### src/hdl/supply_monitor_cfg.svh
`ifndef SUPPLY_MONITOR_CFG_SVH
`define SUPPLY_MONITOR_CFG_SVH
// Register byte addresses
`define SM_CTRL_ADDR 12'h000
`define SM_IRQ_ADDR 12'h004
`define SM_ADDR_W 12
// Control register fields
`define SM_WIDTH_HI 7
`define SM_WIDTH_LO 6
`define SM_OUTFLAG_BIT 5
`define SM_ENABLE_BIT 4
`define SM_SPARE_BIT 3
`define SM_THR_HI 2
`define SM_THR_LO 0
`define SM_CTRL_RESET 8'h00
`define SM_CTRL_WMASK 8'hd7
// Interrupt register fields
`define SM_IRQ_FLAG_BIT 2
`define SM_IRQ_EN_BIT 1
`define SM_GIE_BIT 0
// Threshold codes
`define SM_THR_3V3 3'h5
`define SM_THR_3V6 3'h6
`define SM_THR_4V0 3'h7
// Width codes and slow-tick counts (upper bound of each range)
`define SM_W_CODE_34 2'h1
`define SM_W_CODE_78 2'h2
`define SM_W_TICKS_12 4'h2
`define SM_W_TICKS_34 4'h4
`define SM_W_TICKS_78 4'h8
// Slow oscillator period: 32 us at 100 MHz
`define SM_SLOW_PERIOD_NS 32000
`define SM_SYS_PERIOD_NS 10
`define SM_SLOW_DIV (`SM_SLOW_PERIOD_NS / `SM_SYS_PERIOD_NS)
`define SM_DIV_W 12
// Flag run-length counter; covers the widest filter of 8 periods
`define SM_RUN_W 15
// Bus responses
`define SM_RESP_OKAY 2'h0
`define SM_RESP_SLVERR 2'h2
`endif

### src/hdl/supply_monitor_pkg.sv
package supply_monitor_pkg;
    typedef enum logic [1:0] {
        ST_IDLE = 2'b01,
        ST_TIMING = 2'b10
    } filt_state_t;
    typedef struct packed {
        logic awready;
        logic wready;
        logic bvalid;
        logic [1:0] bresp;
        logic arready;
        logic rvalid;
        logic [1:0] rresp;
        logic [31:0] rdata;
    } bus_out_t;
endpackage : supply_monitor_pkg

### src/hdl/supply_monitor.sv
// Functional notes
// - Enable bit 4 powers the detector
// - Threshold codes 101/110/111 select 3.3/3.6/4.0
// - Output flag bit 5 shows supply low
// - Width codes give 1-2, 3-4, 7-8 ticks
// - Detector forced off in sleep
// - Interrupt only after flag held for width, or when software sets the request flag
// - Filtered event sets the request flag
// - Filtered event wakes device from idle only while the request flag is clear
// - Bit 3 reads zero; output flag read-only
`timescale 1ns/1ps
`default_nettype none
`include "supply_monitor_cfg.svh"
module supply_monitor (
    input wire logic i_sys_clk,
    input wire logic i_rst_n,
    input wire logic [31:0] i_awaddr,
    input wire logic i_awvalid,
    output logic o_awready,
    input wire logic [31:0] i_wdata,
    input wire logic [3:0] i_wstrb,
    input wire logic i_wvalid,
    output logic o_wready,
    output logic [1:0] o_bresp,
    output logic o_bvalid,
    input wire logic i_bready,
    input wire logic [31:0] i_araddr,
    input wire logic i_arvalid,
    output logic o_arready,
    output logic [31:0] o_rdata,
    output logic [1:0] o_rresp,
    output logic o_rvalid,
    input wire logic i_rready,
    input wire logic i_comp_low,
    input wire logic i_sleep,
    input wire logic i_idle,
    output logic o_detector_power,
    output logic [2:0] o_threshold_code,
    output logic o_irq,
    output logic o_wake
);

    ////////////////////////////////////////////////////////////////////////
    typedef struct packed {
        supply_monitor_pkg::bus_out_t bus;
        logic [31:0] awaddr;
        logic aw_held;
        logic [7:0] wdata;
        logic w_held;
        logic w_strb0;
        logic [7:0] ctrl;
        logic irq_flag;
        logic irq_en;
        logic gie;
        logic comp_s1;
        logic comp_s2;
        logic out_flag;
        logic [`SM_DIV_W-1:0] div_cnt;
        logic [3:0] tick_cnt;
        logic [`SM_RUN_W-1:0] high_run;
        supply_monitor_pkg::filt_state_t fst;
        logic power;
        logic irq;
        logic wake;
    } state_t;

    state_t state_reg;
    state_t state_next;

    // Slow-tick count for a width code; codes 00 and 11 share one range
    function automatic logic [3:0] width_ticks(input logic [1:0] code);
        if (code == `SM_W_CODE_34) begin
            return `SM_W_TICKS_34;
        end else if (code == `SM_W_CODE_78) begin
            return `SM_W_TICKS_78;
        end
        return `SM_W_TICKS_12;
    endfunction : width_ticks

    // Only the three documented codes are valid thresholds
    function automatic logic thr_valid(input logic [2:0] code);
        return (code == `SM_THR_3V3) || (code == `SM_THR_3V6) ||
            (code == `SM_THR_4V0);
    endfunction : thr_valid

    function automatic logic addr_hit(input logic [31:0] a, input logic [11:0] off);
        return (a[`SM_ADDR_W-1:2] == off[`SM_ADDR_W-1:2]) && (a[31:`SM_ADDR_W] == '0);
    endfunction : addr_hit

    ////////////////////////////////////////////////////////////////////////
    logic do_write;
    logic tick;
    logic active;
    logic event_hit;
    logic [7:0] ctrl_view;
    logic [7:0] irq_view;

    // Next-state logic: bus slave, control, filter, interrupt
    always_comb begin
        state_next = state_reg;
        // Synchronise the asynchronous comparator output
        state_next.comp_s1 = i_comp_low;
        state_next.comp_s2 = state_reg.comp_s1;
        active = state_reg.ctrl[`SM_ENABLE_BIT] && !i_sleep;
        state_next.power = active;
        // Comparator only trusted with a valid threshold; low when off
        state_next.out_flag = active && state_reg.comp_s2 &&
            thr_valid(state_reg.ctrl[`SM_THR_HI:`SM_THR_LO]);
        // Slow oscillator period from a divider; runs only while active
        tick = 1'b0;
        if (!active || state_reg.div_cnt == `SM_DIV_W'(`SM_SLOW_DIV - 1)) begin
            state_next.div_cnt = '0;
            tick = active;
        end else begin
            state_next.div_cnt = state_reg.div_cnt + 1'b1;
        end
        // Width filter: first tick may be partial, giving n-1..n periods
        event_hit = 1'b0;
        unique case (state_reg.fst)
            supply_monitor_pkg::ST_IDLE: begin
                state_next.tick_cnt = '0;
                if (state_reg.out_flag) begin
                    state_next.fst = supply_monitor_pkg::ST_TIMING;
                end
            end
            supply_monitor_pkg::ST_TIMING: begin
                if (!state_reg.out_flag) begin
                    state_next.fst = supply_monitor_pkg::ST_IDLE;
                end else if (tick) begin
                    if (state_reg.tick_cnt + 4'h1 >=
                        width_ticks(state_reg.ctrl[`SM_WIDTH_HI:`SM_WIDTH_LO])) begin
                        event_hit = 1'b1;
                        state_next.fst = supply_monitor_pkg::ST_IDLE;
                    end else begin
                        state_next.tick_cnt = state_reg.tick_cnt + 4'h1;
                    end
                end
            end
            default: begin
                state_next.fst = supply_monitor_pkg::ST_IDLE;
            end
        endcase
        // Consecutive flag-high cycles, saturating; feeds the width check only
        if (!state_reg.out_flag) begin
            state_next.high_run = '0;
        end else if (state_reg.high_run != '1) begin
            state_next.high_run = state_reg.high_run + 1'b1;
        end
        // Address and data channels accepted in either order
        if (i_awvalid && state_reg.bus.awready) begin
            state_next.awaddr = i_awaddr;
            state_next.aw_held = 1'b1;
            state_next.bus.awready = 1'b0;
        end
        if (i_wvalid && state_reg.bus.wready) begin
            state_next.wdata = i_wdata[7:0];
            state_next.w_strb0 = i_wstrb[0];
            state_next.w_held = 1'b1;
            state_next.bus.wready = 1'b0;
        end
        do_write = state_reg.aw_held && state_reg.w_held && !state_reg.bus.bvalid;
        if (do_write) begin
            state_next.aw_held = 1'b0;
            state_next.w_held = 1'b0;
            state_next.bus.bvalid = 1'b1;
            state_next.bus.bresp = `SM_RESP_SLVERR;
            if (addr_hit(state_reg.awaddr, `SM_CTRL_ADDR)) begin
                state_next.bus.bresp = `SM_RESP_OKAY;
                if (state_reg.w_strb0) begin
                    // Output flag and bit 3 are not writable
                    state_next.ctrl = state_reg.wdata & `SM_CTRL_WMASK;
                end
            end else if (addr_hit(state_reg.awaddr, `SM_IRQ_ADDR)) begin
                state_next.bus.bresp = `SM_RESP_OKAY;
                if (state_reg.w_strb0) begin
                    // Software may set the flag too, to suppress idle wake
                    state_next.irq_flag = state_reg.wdata[`SM_IRQ_FLAG_BIT];
                    state_next.irq_en = state_reg.wdata[`SM_IRQ_EN_BIT];
                    state_next.gie = state_reg.wdata[`SM_GIE_BIT];
                end
            end
        end
        if (state_reg.bus.bvalid && i_bready) begin
            state_next.bus.bvalid = 1'b0;
            state_next.bus.awready = 1'b1;
            state_next.bus.wready = 1'b1;
        end
        // Set wins over a same-cycle software clear
        if (event_hit) begin
            state_next.irq_flag = 1'b1;
        end
        // Read channel: one cycle from address to data
        ctrl_view = state_reg.ctrl;
        ctrl_view[`SM_OUTFLAG_BIT] = state_reg.out_flag;
        irq_view = '0;
        irq_view[`SM_IRQ_FLAG_BIT] = state_reg.irq_flag;
        irq_view[`SM_IRQ_EN_BIT] = state_reg.irq_en;
        irq_view[`SM_GIE_BIT] = state_reg.gie;
        if (i_arvalid && state_reg.bus.arready) begin
            state_next.bus.arready = 1'b0;
            state_next.bus.rvalid = 1'b1;
            state_next.bus.rresp = `SM_RESP_SLVERR;
            state_next.bus.rdata = '0;
            if (addr_hit(i_araddr, `SM_CTRL_ADDR)) begin
                state_next.bus.rresp = `SM_RESP_OKAY;
                state_next.bus.rdata = {24'h000000, ctrl_view};
            end else if (addr_hit(i_araddr, `SM_IRQ_ADDR)) begin
                state_next.bus.rresp = `SM_RESP_OKAY;
                state_next.bus.rdata = {24'h000000, irq_view};
            end
        end
        if (state_reg.bus.rvalid && i_rready) begin
            state_next.bus.rvalid = 1'b0;
            state_next.bus.arready = 1'b1;
        end
        // Processor interrupt needs both enables; idle wake needs no enable, only the filtered event with the flag clear
        state_next.irq = state_next.irq_flag && state_next.irq_en &&
            state_next.gie;
        // A flag that is already set (software preset) suppresses the idle wake
        state_next.wake = i_idle && event_hit && !state_reg.irq_flag;
    end

    // State register
    always_ff @(posedge i_sys_clk or negedge i_rst_n) begin
        if (!i_rst_n) begin
            state_reg <= '0;
            state_reg.bus.awready <= 1'b1;
            state_reg.bus.wready <= 1'b1;
            state_reg.bus.arready <= 1'b1;
            state_reg.ctrl <= `SM_CTRL_RESET;
            state_reg.fst <= supply_monitor_pkg::ST_IDLE;
        end else begin
            state_reg <= state_next;
        end
    end

    // Outputs straight from flip-flops
    assign o_awready = state_reg.bus.awready;
    assign o_wready = state_reg.bus.wready;
    assign o_bvalid = state_reg.bus.bvalid;
    assign o_bresp = state_reg.bus.bresp;
    assign o_arready = state_reg.bus.arready;
    assign o_rvalid = state_reg.bus.rvalid;
    assign o_rresp = state_reg.bus.rresp;
    assign o_rdata = state_reg.bus.rdata;
    assign o_detector_power = state_reg.power;
    assign o_threshold_code = state_reg.ctrl[`SM_THR_HI:`SM_THR_LO];
    assign o_irq = state_reg.irq;
    assign o_wake = state_reg.wake;

    ////////////////////////////////////////////////////////////////////////
    // Checks
    power_gate_a: assert property (@(posedge i_sys_clk) disable iff (!i_rst_n)
        state_reg.power |-> $past(state_reg.ctrl[`SM_ENABLE_BIT]))
        else $error("detector powered while disabled");
    sleep_off_a: assert property (@(posedge i_sys_clk) disable iff (!i_rst_n)
        i_sleep |=> !state_reg.power)
        else $error("detector powered in sleep");
    flag_thr_a: assert property (@(posedge i_sys_clk) disable iff (!i_rst_n)
        state_reg.out_flag |-> $past(thr_valid(state_reg.ctrl[`SM_THR_HI:`SM_THR_LO])))
        else $error("output flag with reserved threshold");
    flag_ro_a: assert property (@(posedge i_sys_clk) disable iff (!i_rst_n)
        !state_reg.ctrl[`SM_OUTFLAG_BIT] && !state_reg.ctrl[`SM_SPARE_BIT])
        else $error("read-only bits stored");
    // Flag and power register the same enable term, so the flag is never high while power is off
    flag_low_a: assert property (@(posedge i_sys_clk) disable iff (!i_rst_n)
        !state_reg.power |-> !state_reg.out_flag)
        else $error("output flag set while off");
    // Judged on the flag's run length, not the tick count, so a bad filter shows
    filter_min_a: assert property (@(posedge i_sys_clk) disable iff (!i_rst_n)
        event_hit |-> int'(state_reg.high_run) >=
            (int'(width_ticks(state_reg.ctrl[`SM_WIDTH_HI:`SM_WIDTH_LO])) - 1) * `SM_SLOW_DIV)
        else $error("event before minimum width");
    restart_a: assert property (@(posedge i_sys_clk) disable iff (!i_rst_n)
        (state_reg.fst == supply_monitor_pkg::ST_TIMING && !state_reg.out_flag)
        |=> state_reg.fst == supply_monitor_pkg::ST_IDLE && !event_hit)
        else $error("filter not restarted");
    flag_set_a: assert property (@(posedge i_sys_clk) disable iff (!i_rst_n)
        event_hit |=> state_reg.irq_flag ##1 o_irq == (state_reg.irq_en && state_reg.gie))
        else $error("event did not set flag");
    irq_gate_a: assert property (@(posedge i_sys_clk) disable iff (!i_rst_n)
        o_irq |-> state_reg.irq_flag && state_reg.irq_en && state_reg.gie)
        else $error("interrupt without enables");
    wake_a: assert property (@(posedge i_sys_clk) disable iff (!i_rst_n)
        (event_hit && i_idle && !state_reg.irq_flag) |=> o_wake)
        else $error("no wake from idle");
    preset_a: assert property (@(posedge i_sys_clk) disable iff (!i_rst_n)
        (event_hit && state_reg.irq_flag) |=> !o_wake)
        else $error("wake despite preset flag");
    wake_pulse_a: assert property (@(posedge i_sys_clk) disable iff (!i_rst_n)
        o_wake |=> !o_wake)
        else $error("wake longer than one cycle");
    // Bus answers stand until the master takes them
    resp_hold_a: assert property (@(posedge i_sys_clk) disable iff (!i_rst_n)
        (o_bvalid && !i_bready) |=> o_bvalid && $stable(o_bresp))
        else $error("write response dropped early");
    read_hold_a: assert property (@(posedge i_sys_clk) disable iff (!i_rst_n)
        (o_rvalid && !i_rready) |=> o_rvalid && $stable(o_rdata) && $stable(o_rresp))
        else $error("read data dropped early");
    event_c: cover property (@(posedge i_sys_clk) disable iff (!i_rst_n) event_hit);
    abort_c: cover property (@(posedge i_sys_clk) disable iff (!i_rst_n)
        state_reg.fst == supply_monitor_pkg::ST_TIMING && !state_reg.out_flag);
    irq_c: cover property (@(posedge i_sys_clk) disable iff (!i_rst_n) o_irq);
    wake_c: cover property (@(posedge i_sys_clk) disable iff (!i_rst_n) o_wake);
    preset_c: cover property (@(posedge i_sys_clk) disable iff (!i_rst_n)
        event_hit && state_reg.irq_flag);

endmodule : supply_monitor
`default_nettype wire

### config.mk
export PLATFORM = sky130hd
export DESIGN_NAME = supply_monitor
export DESIGN_NICKNAME = d
export VERILOG_FILES = /design/src/hdl/supply_monitor_pkg.sv /design/src/hdl/supply_monitor.sv
export VERILOG_INCLUDE_DIRS = /design/src /design/src/hdl
export SDC_FILE = /design/constraint.sdc
export NUM_CORES = 1
export LEC_CHECK = 0
export BUFFER_PORTS_ARGS = -buffer_cell sky130_fd_sc_hd__buf_2
export CAP_MARGIN = 20
export CORE_ASPECT_RATIO = 2
export CORE_MARGIN = 2
export CORE_UTILIZATION = 52
export CTS_CLUSTER_SIZE = 28
export DETAILED_ROUTE_END_ITERATION = 8
export GPL_TIMING_DRIVEN = 0
export PLACE_DENSITY = 0.85
export SLEW_MARGIN = 20
export SYNTH_ARGS = -nofsm -noshare
export SYNTH_HDL_FRONTEND = slang
export SYNTH_SLANG_ARGS = --single-unit
### constraint.sdc
create_clock -name i_sys_clk -period 4.1 [get_ports i_sys_clk]
set_input_delay 0.205 -clock i_sys_clk [delete_from_list [all_inputs] [get_ports i_sys_clk]]
set_output_delay 0.205 -clock i_sys_clk [all_outputs]
set_load 0.01 [all_outputs]
==> metrics.md <==
| Metric | Value |
|---|---|
| Depth of the most critical reg-to-reg path | 8 |
| CP max-delay cell | nor4b_2 |
| Worst hold path type | primary input to register |
| Critical Path Most Common Cell | ha_1 |
| DRC viols | 0 |
| Clock transition at path regs | 0.06 ns |
| # IOs | 157 |
| Post-CTS setup buffer count | 0 |
| First-pass GRT wire length | 12400 um |
| Initial Utilization | 52.8% |
| Worst r2r dst | o_irq |
| Area grow syn2layout | 26.5% |
| Worst Setup End Kind | register |
| IO Port Bufs | 96 |
| Iteration-0 DRC Markers | 119 |
| Fmax | 399 MHz |
| Commonest non-fill, non-tap cells in the layout | buf_2, dfrtp_1, mux2_2 |
| Setup tns final | 0 ns |
| Combinational family with the most area after synthesis | multiplexers |
| Die X | 65.7 um |
| Initial DRT Pass Iterations | 5 |
| Asr flop ratio synth | 100% |
| Die H | 127 um |
| Simple-Gate Fraction of Synth Area | 12.4% |
| Fin crit period | 2.51 ns |
| CTS tree | built |
| Post-Synth XOR/XNOR Area | 2.66% |
| Final wirelength | 7630 um |
| Hold depth | 2 |
| Post-synthesis adder-cell area fraction | 2.21% |
| Total of max-cap violations | 0 |
| Period utilisation layout | 61.1% |
| Max FO, Critical Path | 5 |
| Post-DP HPWL | 5670 um |
| DR WL/cell | 13.6 um |
| GRT overflow | 0 |
| Share of layout cells above drive strength 1 | 45.0% |
| GRT Total Usage | 19.2% |
| Clock Sinks | 86 |
| Met2 WL post-DR | 3950 um |
| Final setup violation count | 0 |
| DP Worst Slack | 1.66 ns |
| Vias/cell | 4.93 |
| Nets | 579 |
| Hold path endpoint | o_arready |
| Post-Place Cells | 543 |
| Met1 wire length | 3170 um |
| H-tree levels | 3 |
| Synth Warn # | 0 |
| Final Power | 2.44 mW |
| Critical path buffers and inverters | 0 |
| CTS buffer count | 9 |
| Initial antenna violation count | 0 |
| Pwr Density | 487 mW/mm^2 |
| Syn Inst Count | 326 |
| Final Skew | 0.00437 ns |
| Sequential share of the synthesized area | 54.5% |
| CP arrival | 2.75 ns |
| Gpl congestion | 0.793 |
| Top routing layer in use | met4 |
| Count of final max-slew check failures | 0 |
| Die ar. | 0.00836 mm^2 |
| Flop2flop setup slack | 1.59 ns |
| R2R Path Start | state_reg[20] |
| RSZ-0062 raised after global routing | false |
| Setup ws final | 1.59 ns |
| Hold Crit Start | i_arvalid |
| Core Rows | 45 |
| Clock Tree Root | clkbuf_16 |
| Max VDD drop | 0.474 mV |
| Vias | 2763 |
| CP Launch Type | register |
| Total core area | 0.00749 mm^2 |
| Final hold vios | 0 |
| Worst EP required | 4.35 ns |
| EDFF count, synth | 0 |
| CP Class | register to register |
| Syn_area_per_cell | 12.1 um^2 |
| CP peak stage delay | 0.49 ns |
| Slew HR | 60.3% |
| Final Non-Filler Cells | 561 |
| Slew @ Worst Pin | 0.589 ns |
| Largest net degree at the start of global routing | 51 |
| Wire length on met3 | 352 um |
| Most common cell after layout, fill and taps aside | buf_2 |
| Clk buf depth | 2 |
| Number of global-route vias before repair | 2655 |
| Clock latency on the worst-skew pair | 0.33 ns |
| Critical Path Start | state_reg[20] |
| Post-synthesis cell area | 0.00396 mm^2 |
| CP cell instances | ha_1 -> xor2_1 -> ha_1 -> nand2_1 -> o21ai_0 -> nor4b_2 -> o211ai_1 -> mux2i_1 |
| Netlist cell types | 39 |
| Synth Area in Compound Gates | 4.71% |
| Yosys reg bits | 86 |
| Run status | completed |
| Antenna Nets Post-Route | 0 |
| Diode count | 0 |
| Post-synth top flop | dfrtp_1 |
| Fin util | 66.8% |
| Mux share of post-synthesis cell area | 14.4% |
| Pleak | 2.52 nW |
| Crit path max-delay family | compound AO/OA/AOI/OAI gates |
| Max reg flops | 58 |
worst reg2reg max path, stage by stage, from the launching register on:
cell	delay, ns
dfrtp_1	0.42
ha_1	0.22
xor2_1	0.18
ha_1	0.29
nand2_1	0.04
o21ai_0	0.47
nor4b_2	0.49
o211ai_1	0.13
mux2i_1	0.18
final cells by class:
type                            instances  area, um^2
Multi-Input combinational cell        211        1540
Sequential cell                        86        2160
Inverter                               11        41.3
Buffer                                 44         314
Tap cell                               94         118
Fill cell                             597        2480
Timing Repair Buffer                   99         531
Clock inverter                          5        58.8
Clock buffer                           11         243
how the worst max path moves through the flow:
stage / endpoint / slack [ns] / depth (start not counted)
2_1_floorplan: o_irq / 2.01 / 8
5_1_grt: o_irq / 1.41 / 8
3_3_place_gp: o_irq / 1.71 / 8
3_5_place_dp: o_irq / 1.66 / 8
4_1_cts: o_irq / 1.53 / 8
6_report: o_irq / 1.59 / 8
metrics by stage:
step / hold slack [ns] / area, um^2
4_1_cts: 0.0391 / 5000
3_3_place_gp: 0.313 / 4650
2_1_floorplan: -0.0906 / 4050
6_report: 0.0504 / 5000
3_5_place_dp: 0.199 / 4680
5_1_grt: 0.0478 / 5000
repair_timing:
item	CTS	global route
resized for setup	0	0
endpoints found under the hold margin	36	0
hold buffers	2	0
power by group:
group / switching [mW] / internal, mW / leakage, nW
Combinational: 0.166 / 0.258 / 1.29
Sequential: 0.133 / 1.07 / 1.09
Clock: 0.322 / 0.488 / 0.142
Total: 0.621 / 1.82 / 2.52
routing by layer:
metal	GRT usage [%]	up-vias
met1	24.3	1328
met3	5.46	16
met4	7.23	0
met2	30.8	71
li1	-	1348
met5	0	-
cells by family (layout without fill, tap and decap cells):
family | count (synthesis) | in the layout
flops | 86 | 86
simple gates | 86 | 86
buf+inv | 55 | 170
mux | 51 | 51
compound gates | 28 | 28
xor+xnor | 12 | 12
fa+ha+maj | 7 | 7
other cells | 1 | 27
cell usage after synthesis (2+ instances only):
master / number / share of area (%)
a21oi_1: 5 / 0.63
nor4_1: 11 / 1.7
mux2_2: 48 / 14
mux2i_1: 3 / 0.76
buf_2: 2 / 0.25
nand2b_1: 3 / 0.47
nand3_1: 6 / 0.76
and4_1: 2 / 0.44
clkbuf_1: 3 / 0.28
nand2_1: 19 / 1.8
o21ai_0: 8 / 1.0
dfstp_2: 4 / 2.7
ha_1: 7 / 2.2
inv_1: 11 / 1.0
nor2_1: 19 / 1.8
and2_1: 3 / 0.47
nor3_1: 4 / 0.51
a22o_1: 7 / 1.5
nand4_1: 3 / 0.47
o211ai_1: 3 / 0.57
and3b_1: 2 / 0.44
dfrtp_1: 82 / 52
xor2_1: 8 / 1.8
and3_1: 6 / 0.95
buf_4: 39 / 7.4
nor4_4: 2 / 1.1
xnor2_1: 4 / 0.89
(Power assumes the default switching activity.)
